--- src/rtl/wdpd_map.svh ---
// Register offsets, field positions, reset values and timing counts of the watchdog block
`ifndef WDPD_MAP_SVH
`define WDPD_MAP_SVH
// ----------------------------------------------------------------------------
// Register byte addresses
// ----------------------------------------------------------------------------
`define WDPD_ADDR_WDT_CTRL    12'h000
`define WDPD_ADDR_RST_FLAGS   12'h004
`define WDPD_ADDR_STATUS      12'h008
`define WDPD_ADDR_CLK_CTRL    12'h00C
`define WDPD_ADDR_WAKE_EN     12'h010
// ----------------------------------------------------------------------------
// Field positions and reset values
// ----------------------------------------------------------------------------
`define WDPD_KEY_MSB          7
`define WDPD_KEY_LSB          3
`define WDPD_SEL_MSB          2
`define WDPD_SEL_LSB          0
`define WDPD_KEY_A            5'h0A
`define WDPD_KEY_B            5'h15
`define WDPD_WDT_CTRL_RST     8'h53
`define WDPD_KFRF_BIT         0
`define WDPD_LOW_VOLTAGE_RESET_FLAG_BIT         2
`define WDPD_STAT_PDF_BIT     0
`define WDPD_STAT_TO_BIT      1
`define WDPD_CLK_SLOW_BIT     0
`define WDPD_CLK_FAST_BIT     1
// ----------------------------------------------------------------------------
// Timing
// ----------------------------------------------------------------------------
`define WDPD_KEY_FAULT_DELAY  16
`define WDPD_CNT_W            18
`endif

--- src/rtl/wdpd_pkg.sv ---
// Types shared by the watchdog and power-down block
package wdpd_pkg;
    typedef enum logic [1:0] {
        WDPD_RUN,
        WDPD_HALT,
        WDPD_KEY_WAIT
    } wdpd_state_t;
endpackage

--- src/rtl/wdpd_top.sv ---
// Watchdog timer with halt entry, wake-up sources and reset-cause flags
//
// What this block does
// - Halt, fast keep only: stop core, fast on
// - Halt keeps memory, registers and ports
// - Halt sets power-down, clears timeout flag
// - Halt clears watchdog counter, counting continues
// - Wake on port edge, interrupt, or overflow
// - Power-down flag cleared by power-up, clear instr
// - Halt timeout: flags set, PC/SP reset only
// - Per-pin wake enable; resume after halt
// - Masked interrupt wake resumes, service deferred
// - Request pending before halt cannot wake
// - Watchdog runs on slow oscillator, divided
// - Period select picks 2^8 to 2^18
// - Bad key resets after delay, sets flag
// - Key field starts at enabled value
// - Key fault flag cleared only by software
// - Normal timeout: full reset, sets timeout flag
// - Counter cleared by key fault, clear, halt
// - Unimplemented reset-flag bits read zero
// - Halt, no keep bits: sleep, watchdog only
// - Halt, slow keep only: fast off, slow on
// - Halt, both keeps: both clocks on
//
// Register access over APB and the register addresses are this design's own decisions.
`timescale 1ns/1ps
`include "wdpd_map.svh"

module wdpd_top #(
    parameter int PORT_W          = 8,
    parameter int KEY_FAULT_DELAY = `WDPD_KEY_FAULT_DELAY
) (
    input  wire logic              i_clk,
    input  wire logic              i_reset_n,
    // APB slave
    input  wire logic              i_psel,
    input  wire logic              i_penable,
    input  wire logic              i_pwrite,
    input  wire logic [11:0]       i_paddr,
    input  wire logic [31:0]       i_pwdata,
    output logic [31:0]            o_prdata,
    output logic                   o_pready,
    output logic                   o_pslverr,
    // Core side
    input  wire logic              i_halt_instr,
    input  wire logic              i_wdt_clear_instr,
    input  wire logic              i_irq_req,
    input  wire logic              i_irq_enabled,
    input  wire logic              i_stack_full,
    input  wire logic              i_low_voltage_event,
    input  wire logic              i_slow_osc,
    input  wire logic [PORT_W-1:0] i_port_a,
    output logic                   o_core_run,
    output logic                   o_fast_clk_en,
    output logic                   o_slow_clk_en,
    output logic                   o_full_reset,
    output logic                   o_pc_sp_reset,
    output logic                   o_irq_service_ok,
    output logic                   o_power_down_flag,
    output logic                   o_watchdog_timeout_flag
);
    // ------------------------------------------------------------------------
    // Elaboration checks and timing
    // ------------------------------------------------------------------------
    localparam int KD_W = $clog2(KEY_FAULT_DELAY + 1);

    if (PORT_W < 1 || PORT_W > 32) begin
        $error("PORT_W must lie in 1..32");
    end
    if (KEY_FAULT_DELAY < 1) begin
        $error("KEY_FAULT_DELAY must be at least 1");
    end

    // ------------------------------------------------------------------------
    // Registers
    // ------------------------------------------------------------------------
    logic [7:0]              wdt_ctrl_q;
    logic                    key_fault_reset_flag_q;
    logic                    low_voltage_reset_flag_q;
    logic                    high_osc_idle_keep_q;
    logic                    low_osc_idle_keep_q;
    logic [PORT_W-1:0]       port_a_wake_enable_q;
    logic                    power_down_flag_q;
    logic                    watchdog_timeout_flag_q;
    wdpd_pkg::wdpd_state_t   state_q;
    logic [`WDPD_CNT_W-1:0]  wdt_cnt_q;
    logic [KD_W-1:0]         kd_cnt_q;
    logic                    irq_armed_q;

    // APB strobes; slave answers in the access cycle, zero wait
    logic wr_en;
    logic rd_en;
    logic addr_ok;

    assign wr_en     = i_psel && i_penable && i_pwrite;
    assign rd_en     = i_psel && i_penable && !i_pwrite;
    assign o_pready  = 1'b1;
    assign addr_ok   = (i_paddr == `WDPD_ADDR_WDT_CTRL) || (i_paddr == `WDPD_ADDR_RST_FLAGS)
                    || (i_paddr == `WDPD_ADDR_STATUS) || (i_paddr == `WDPD_ADDR_CLK_CTRL)
                    || (i_paddr == `WDPD_ADDR_WAKE_EN);

    assign o_pslverr = i_psel && i_penable && !addr_ok;

    // ------------------------------------------------------------------------
    // Slow clock: three-stage sampling, rising edge as enable pulse
    // ------------------------------------------------------------------------
    logic [2:0] slow_sync_q;
    logic       slow_tick;

    always_ff @(posedge i_clk) begin
        if (!i_reset_n) begin
            slow_sync_q <= 3'b000;
        end else begin
            slow_sync_q <= {slow_sync_q[1:0], i_slow_osc};
        end
    end
    assign slow_tick = slow_sync_q[1] && !slow_sync_q[2];

    // Port A sampling; stage 0 read only by stage 1
    logic [PORT_W-1:0] pa_s0_q;
    logic [PORT_W-1:0] pa_s1_q;
    logic [PORT_W-1:0] pa_s2_q;
    logic [PORT_W-1:0] pa_fall;

    always_ff @(posedge i_clk) begin
        if (!i_reset_n) begin
            pa_s0_q <= '1;
            pa_s1_q <= '1;
            pa_s2_q <= '1;
        end else begin
            pa_s0_q <= i_port_a;
            pa_s1_q <= pa_s0_q;
            pa_s2_q <= pa_s1_q;
        end
    end
    assign pa_fall = pa_s2_q & ~pa_s1_q & port_a_wake_enable_q;

    // ------------------------------------------------------------------------
    // Derived conditions
    // ------------------------------------------------------------------------
    logic [4:0] key;
    logic       key_ok;
    logic       halting;
    logic       timeout;
    logic       wake_pin;
    logic       wake_irq;
    logic [4:0] sel_bit;

    assign key     = wdt_ctrl_q[`WDPD_KEY_MSB:`WDPD_KEY_LSB];
    assign key_ok  = (key == `WDPD_KEY_A) || (key == `WDPD_KEY_B);
    assign halting = (state_q == wdpd_pkg::WDPD_RUN) && i_halt_instr;


    // Period select to counter bit index
    always_comb begin
        case (wdt_ctrl_q[`WDPD_SEL_MSB:`WDPD_SEL_LSB])
            3'd0:    sel_bit = 5'd7;
            3'd1:    sel_bit = 5'd9;
            3'd2:    sel_bit = 5'd11;
            3'd3:    sel_bit = 5'd13;
            3'd4:    sel_bit = 5'd14;
            3'd5:    sel_bit = 5'd15;
            3'd6:    sel_bit = 5'd16;
            default: sel_bit = 5'd17;
        endcase
    end

    // Terminal count: all bits up to selected bit set = 2^(sel_bit+1) ticks
    logic [`WDPD_CNT_W-1:0] sel_mask;

    assign sel_mask = `WDPD_CNT_W'((2 << sel_bit) - 1);
    assign timeout  = slow_tick && ((wdt_cnt_q & sel_mask) == sel_mask)
                   && (state_q != wdpd_pkg::WDPD_KEY_WAIT);

    assign wake_pin = |pa_fall;
    // Only a request that rises during halt may wake
    assign wake_irq = i_irq_req && irq_armed_q;

    // ------------------------------------------------------------------------
    // Run / halt / key-fault state machine
    // ------------------------------------------------------------------------
    always_ff @(posedge i_clk) begin
        if (!i_reset_n) begin
            state_q  <= wdpd_pkg::WDPD_RUN;
            kd_cnt_q <= '0;
        end else begin
            case (state_q)
                wdpd_pkg::WDPD_RUN: begin
                    if (!key_ok) begin
                        state_q  <= wdpd_pkg::WDPD_KEY_WAIT;
                        kd_cnt_q <= '0;
                    end else if (i_halt_instr) begin
                        state_q <= wdpd_pkg::WDPD_HALT;
                    end
                end
                wdpd_pkg::WDPD_HALT: begin
                    if (!key_ok) begin
                        state_q  <= wdpd_pkg::WDPD_KEY_WAIT;
                        kd_cnt_q <= '0;
                    end else if (wake_pin || wake_irq || timeout) begin
                        state_q <= wdpd_pkg::WDPD_RUN;
                    end
                end
                default: begin
                    // Delay counted in slow ticks before the reset fires
                    if (kd_cnt_q == KD_W'(KEY_FAULT_DELAY)) begin
                        state_q <= wdpd_pkg::WDPD_RUN;
                    end else if (slow_tick) begin
                        kd_cnt_q <= kd_cnt_q + 1'b1;
                    end
                end
            endcase
        end
    end

    // Key fault fires its reset at the end of the delay
    logic key_fault_fire;

    assign key_fault_fire = (state_q == wdpd_pkg::WDPD_KEY_WAIT) && (kd_cnt_q == KD_W'(KEY_FAULT_DELAY));

    // Interrupt wake arming: pending-at-halt requests never wake
    always_ff @(posedge i_clk) begin
        if (!i_reset_n) begin
            irq_armed_q <= 1'b0;
        end else if (halting) begin
            irq_armed_q <= !i_irq_req;
        end else if (state_q == wdpd_pkg::WDPD_HALT && !i_irq_req) begin
            irq_armed_q <= 1'b1;
        end
    end

    // ------------------------------------------------------------------------
    // Watchdog counter
    // ------------------------------------------------------------------------
    always_ff @(posedge i_clk) begin
        if (!i_reset_n) begin
            wdt_cnt_q <= '0;
        end else if (!key_ok || halting || i_wdt_clear_instr || timeout || key_fault_fire) begin
            wdt_cnt_q <= '0;
        end else if (slow_tick) begin
            wdt_cnt_q <= wdt_cnt_q + 1'b1;
        end
    end

    // ------------------------------------------------------------------------
    // Status flags; set beats clear
    // ------------------------------------------------------------------------
    always_ff @(posedge i_clk) begin
        if (!i_reset_n) begin
            power_down_flag_q <= 1'b0;
        end else if (halting || (timeout && state_q == wdpd_pkg::WDPD_HALT)) begin
            power_down_flag_q <= 1'b1;
        end else if (i_wdt_clear_instr) begin
            power_down_flag_q <= 1'b0;
        end
    end

    always_ff @(posedge i_clk) begin
        if (!i_reset_n) begin
            watchdog_timeout_flag_q <= 1'b0;
        end else if (timeout) begin
            watchdog_timeout_flag_q <= 1'b1;
        end else if (halting) begin
            watchdog_timeout_flag_q <= 1'b0;
        end
    end

    // ------------------------------------------------------------------------
    // Software registers; key fault restores the enabled key value
    // ------------------------------------------------------------------------
    always_ff @(posedge i_clk) begin
        if (!i_reset_n) begin
            wdt_ctrl_q <= `WDPD_WDT_CTRL_RST;
        end else if (key_fault_fire) begin
            wdt_ctrl_q <= `WDPD_WDT_CTRL_RST;
        end else if (wr_en && i_paddr == `WDPD_ADDR_WDT_CTRL) begin
            wdt_ctrl_q <= i_pwdata[7:0];
        end
    end

    always_ff @(posedge i_clk) begin
        if (!i_reset_n) begin
            key_fault_reset_flag_q <= 1'b0;
        end else if (key_fault_fire) begin
            key_fault_reset_flag_q <= 1'b1;
        end else if (wr_en && i_paddr == `WDPD_ADDR_RST_FLAGS && !i_pwdata[`WDPD_KFRF_BIT]) begin
            key_fault_reset_flag_q <= 1'b0;
        end
    end

    // Low-voltage flag is unknown at power-on; zero chosen here
    always_ff @(posedge i_clk) begin
        if (!i_reset_n) begin
            low_voltage_reset_flag_q <= 1'b0;
        end else if (i_low_voltage_event) begin
            low_voltage_reset_flag_q <= 1'b1;
        end else if (wr_en && i_paddr == `WDPD_ADDR_RST_FLAGS) begin
            low_voltage_reset_flag_q <= i_pwdata[`WDPD_LOW_VOLTAGE_RESET_FLAG_BIT];
        end
    end

    always_ff @(posedge i_clk) begin
        if (!i_reset_n) begin
            high_osc_idle_keep_q <= 1'b0;
            low_osc_idle_keep_q  <= 1'b0;
        end else if (wr_en && i_paddr == `WDPD_ADDR_CLK_CTRL) begin
            high_osc_idle_keep_q <= i_pwdata[`WDPD_CLK_FAST_BIT];
            low_osc_idle_keep_q  <= i_pwdata[`WDPD_CLK_SLOW_BIT];
        end
    end

    always_ff @(posedge i_clk) begin
        if (!i_reset_n) begin
            port_a_wake_enable_q <= '0;
        end else if (wr_en && i_paddr == `WDPD_ADDR_WAKE_EN) begin
            port_a_wake_enable_q <= i_pwdata[PORT_W-1:0];
        end
    end

    // Read data registered on the access cycle's edge is too late, so mux live
    always_comb begin
        o_prdata = 32'h0000_0000;
        if (rd_en) begin
            if (i_paddr == `WDPD_ADDR_WDT_CTRL) begin
                o_prdata[7:0] = wdt_ctrl_q;
            end else if (i_paddr == `WDPD_ADDR_RST_FLAGS) begin
                o_prdata[`WDPD_KFRF_BIT] = key_fault_reset_flag_q;
                o_prdata[`WDPD_LOW_VOLTAGE_RESET_FLAG_BIT] = low_voltage_reset_flag_q;
            end else if (i_paddr == `WDPD_ADDR_STATUS) begin
                o_prdata[`WDPD_STAT_PDF_BIT] = power_down_flag_q;
                o_prdata[`WDPD_STAT_TO_BIT]  = watchdog_timeout_flag_q;
            end else if (i_paddr == `WDPD_ADDR_CLK_CTRL) begin
                o_prdata[`WDPD_CLK_FAST_BIT] = high_osc_idle_keep_q;
                o_prdata[`WDPD_CLK_SLOW_BIT] = low_osc_idle_keep_q;
            end else if (i_paddr == `WDPD_ADDR_WAKE_EN) begin
                o_prdata[PORT_W-1:0] = port_a_wake_enable_q;
            end
        end
    end

    // ------------------------------------------------------------------------
    // Core-facing outputs, registered
    // ------------------------------------------------------------------------
    logic in_halt;
    assign in_halt = (state_q == wdpd_pkg::WDPD_HALT);

    always_ff @(posedge i_clk) begin
        if (!i_reset_n) begin
            o_core_run       <= 1'b1;
            o_fast_clk_en    <= 1'b1;
            o_slow_clk_en    <= 1'b1;
            o_full_reset     <= 1'b0;
            o_pc_sp_reset    <= 1'b0;
            o_irq_service_ok <= 1'b0;
        end else begin

            // Halt stops the core and drops each clock enable whose keep bit is clear
            o_core_run    <= !in_halt || wake_pin || wake_irq || timeout;
            o_fast_clk_en <= !in_halt || high_osc_idle_keep_q;
            o_slow_clk_en <= !in_halt || low_osc_idle_keep_q;
            o_full_reset  <= (timeout && !in_halt) || key_fault_fire;
            o_pc_sp_reset <= timeout && in_halt;
            o_irq_service_ok <= i_irq_req && i_irq_enabled && !i_stack_full && !in_halt;
        end
    end

    assign o_power_down_flag       = power_down_flag_q;
    assign o_watchdog_timeout_flag = watchdog_timeout_flag_q;
endmodule

--- config.mk ---
export PLATFORM = sky130hd
export DESIGN_NAME = wdpd_top
export DESIGN_NICKNAME = d
export VERILOG_FILES = /design/src/rtl/wdpd_pkg.sv /design/src/rtl/wdpd_top.sv
export VERILOG_INCLUDE_DIRS = /design/src /design/src/rtl
export SDC_FILE = /design/constraint.sdc
export NUM_CORES = 1
export LEC_CHECK = 0
export BUFFER_PORTS_ARGS = -buffer_cell sky130_fd_sc_hd__buf_2
export CAP_MARGIN = 20
export CORE_UTILIZATION = 45
export DETAILED_ROUTE_END_ITERATION = 6
export PLACE_DENSITY = 0.69
export SETUP_SLACK_MARGIN = 0.4
export SLEW_MARGIN = 20
export SYNTH_ARGS = -nofsm -noshare
export SYNTH_HDL_FRONTEND = slang
export SYNTH_SLANG_ARGS = --single-unit
--- constraint.sdc ---
create_clock -name i_clk -period 2.4 [get_ports i_clk]
set_input_delay 0.24 -clock i_clk [delete_from_list [all_inputs] [get_ports i_clk]]
set_output_delay 0.24 -clock i_clk [all_outputs]
set_load 0.02 [all_outputs]
==> metrics.txt <==
ys async rst share 0%; drt pass-1 iters 4; CP required 2.16 ns; Yosys cell types 53; setup TNS 0 ns; fin crit period 1.83 ns; DR vias 2919; clk slew on worst S/H paths 0.10 ns; Crit-path slowest cell or3_1; Max-Cap Viols 0; DIE WIDTH 92.9 um; Vias/cell 5.05; highest clock rate 546 MHz; Total Routing Usage GR 18.1%; detailed-route wire length per cell 12.5 um; Post-Synthesis Cells 411; # IOs 106; Synth top area share 43.7%; detailed-route wire length 7.22 mm; Ant. Diodes 0; root buf cell clkbuf_8; synthesized flop and latch total 81; area leader, netlist dfxtp_1; Die H 92.9 um; Post-Syn Area 0.00371 mm2; largest net degree at the start of global routing 45; power share of the clock group 37.9%; CP arrival 1.59 ns; Hold Fails Final Rpt 0; crit-path max cell delay 0.42 ns; layout cells sized above 1 21.8%; die area 0.00862 mm2; period utilization 76.3%; final setup vio count 0; DP HPWL 5.30 mm; worst hold path type in -> reg; sequential element share of the synthesized area 43.7%; worst path bufs/invs 2; hold_ws 0.0497 ns; vias in the first global route 2694; delay-heaviest family, CP simple AND/OR/NAND/NOR gates; GPL Wtd Cong 0.774; Leak 0.00165 uW; CTS tree built; Synth Warn # 0; total clock sinks 81; hold buffer count at cts 0; Synth area leaders dfxtp_1 (44%), buf_4 (5.3%), nand2b_1 (4.4%); Fillers 750; most used cell, CP buf_2; worst clock skew 0.0129 ns; Flop pwr share 55.0%; Critical Path, Cell by Cell buf_2 -> nor4_4 -> nand3_4 -> or3_1 -> nor2_1 -> buf_2; Area growth syn-to-layout 14.1%; Worst-Margin Slew 0.490 ns; core footprint 0.00785 mm2; status completed; placement row count 32; CTS Buf Count 9; Most used DFF post-synth dfxtp_1; DR DRC count 0; RSZ-0062 raised after global routing false; sw power 674 uW; worst skew pair latency 0.36 ns; IO Port Bufs 56; global route overflow 0; top-count cell post-synth dfxtp_1; Setup crit end kind primary output; first-pass GRT wire length 12.3 mm; pwr/cell area 593 mW/mm2; combinational power share 7.1%; CTS H-tree depth 3; VDD IR max 0.417 mV; initial antenna violation count 0; Max clock buf depth 2; Final Max Tran Viols 0; critical path type in -> out; Pint 1840 uW; post-route ant nets 0; crit start category primary input; worst rel slew slack 67.0%; Final #Nets 538; Mean Syn Cell Area 9.04 um2; Post-synth EDFFs 0; crit path max fanout 7; DR iter-0 viols 174; Sw Ratio 26.8%; Initial Utilization 47.3%; most frequent cells after synthesis dfxtp_1 (81), nand2_1 (31), nor2_1 (29)
## layer usage
metal  share of wire, %  track usage, %
met2                 44            27.8
met1                 49            24.3
met3                5.0            5.01
met5                  0               0
met4                1.3            6.54
## power by group through the flow
stage,clock (uW),combinational (uW),sequential (uW)
finish,952,179,1380
global route,1040,198,1390
CTS,975,179,1380
detailed placement,0,179,1410
global placement,0,177,1410
floorplan,0,145,1410
## metrics by stage
stage               power (uW)  setup WS, ns  instance area [um2]  utilization [%]  instances
floorplan                 1560         0.679                 3800                -        434
global placement          1590         0.507                 4020             51.2        561
detailed placement        1590         0.483                 4020             51.2        561
CTS                       2540         0.438                 4210             53.6        577
global route              2630         0.411                 4240             54.0        578
finish                    2510         0.568                 4240             54.0        578
## area by class of cell
type	instances	area, um2	share of cell area [%]
clock buffer	9	124	2.92
clock inverter	7	65.1	1.54
inverter	9	33.8	0.797
multi-input combinational	306	1920	45.4
sequential	81	1620	38.3
tap	102	128	3.01
timing repair buffer	64	340	8.03
## final timing paths
kind / startpoint / end / slack [ns] / cells after the start
worst max-delay path: i_paddr[0] / o_prdata[3] / 0.57 / 6
worst max register to register: wdt_cnt_q[8] / o_full_reset / 0.61 / 5
worst min register to register: pa_s0_q[7] / pa_s1_q[7] / 0.41 / 1
worst min-delay path: i_port_a[6] / pa_s0_q[6] / 0.05 / 2
## repair_timing
action	CTS	global route
gates resized for setup	0	7
endpoints found under the setup margin	0	20
buffers inserted	0	1
## registers in the layout, summed over array words and instances, names as in the netlist, 2 cells and up
register and flops:
kd_cnt_q 5, pa_s0_q 8, pa_s1_q 8, pa_s2_q 8, port_a_wake_enable_q 8, slow_sync_q 3
state_q 2, wdt_cnt_q 18, wdt_ctrl_q 8
## kinds of logic (layout without fill, tap and decap cells)
family | count (synthesis) | after routing | share of synthesized area (%)
buffers and inverters | 47 | 89 | 7.48
other | 2 | 25 | 0.202
adders and majority gates | 3 | 3 | 1.01
muxes | 18 | 18 | 4.92
AOI/OAI and AO/OA | 45 | 45 | 7.75
xor gates and xnor gates | 17 | 17 | 4.01
DFF | 81 | 81 | 43.7
and+or+nand+nor | 198 | 198 | 31.0
## cell usage in the layout (no fill, tap or decap), types with 3 or more instances in the layout
cell      netlist  final
nor4_4          3      3
xnor2_1         7      7
nor3_1         27     25
nor4_1          3      3
ha_1            3      3
inv_1           9      9
a21oi_1        11     11
nand3_1        22     21
and3_1          4      4
a21boi_0        4      4
xor2_1         10     10
nand3b_1        8      8
or3_1           4      4
clkbuf_8        0      9
inv_6           0      4
or2_2           4      4
nand2_1        31     31
nand2b_1       26     26
buf_4          26      8
buf_2           3     56
nand4_1         6      6
a21boi_1        3      3
nor2_1         29     29
dfxtp_1        81     79
o21ai_0        12     11
and4bb_2        3      3
mux2i_1        16     16
and2_1          5      5
or4_1           3      3
nor2b_1         7      7
conb_1          2     25
o22ai_1         3      3
No activity file was read; power rests on OpenSTA's default activity.
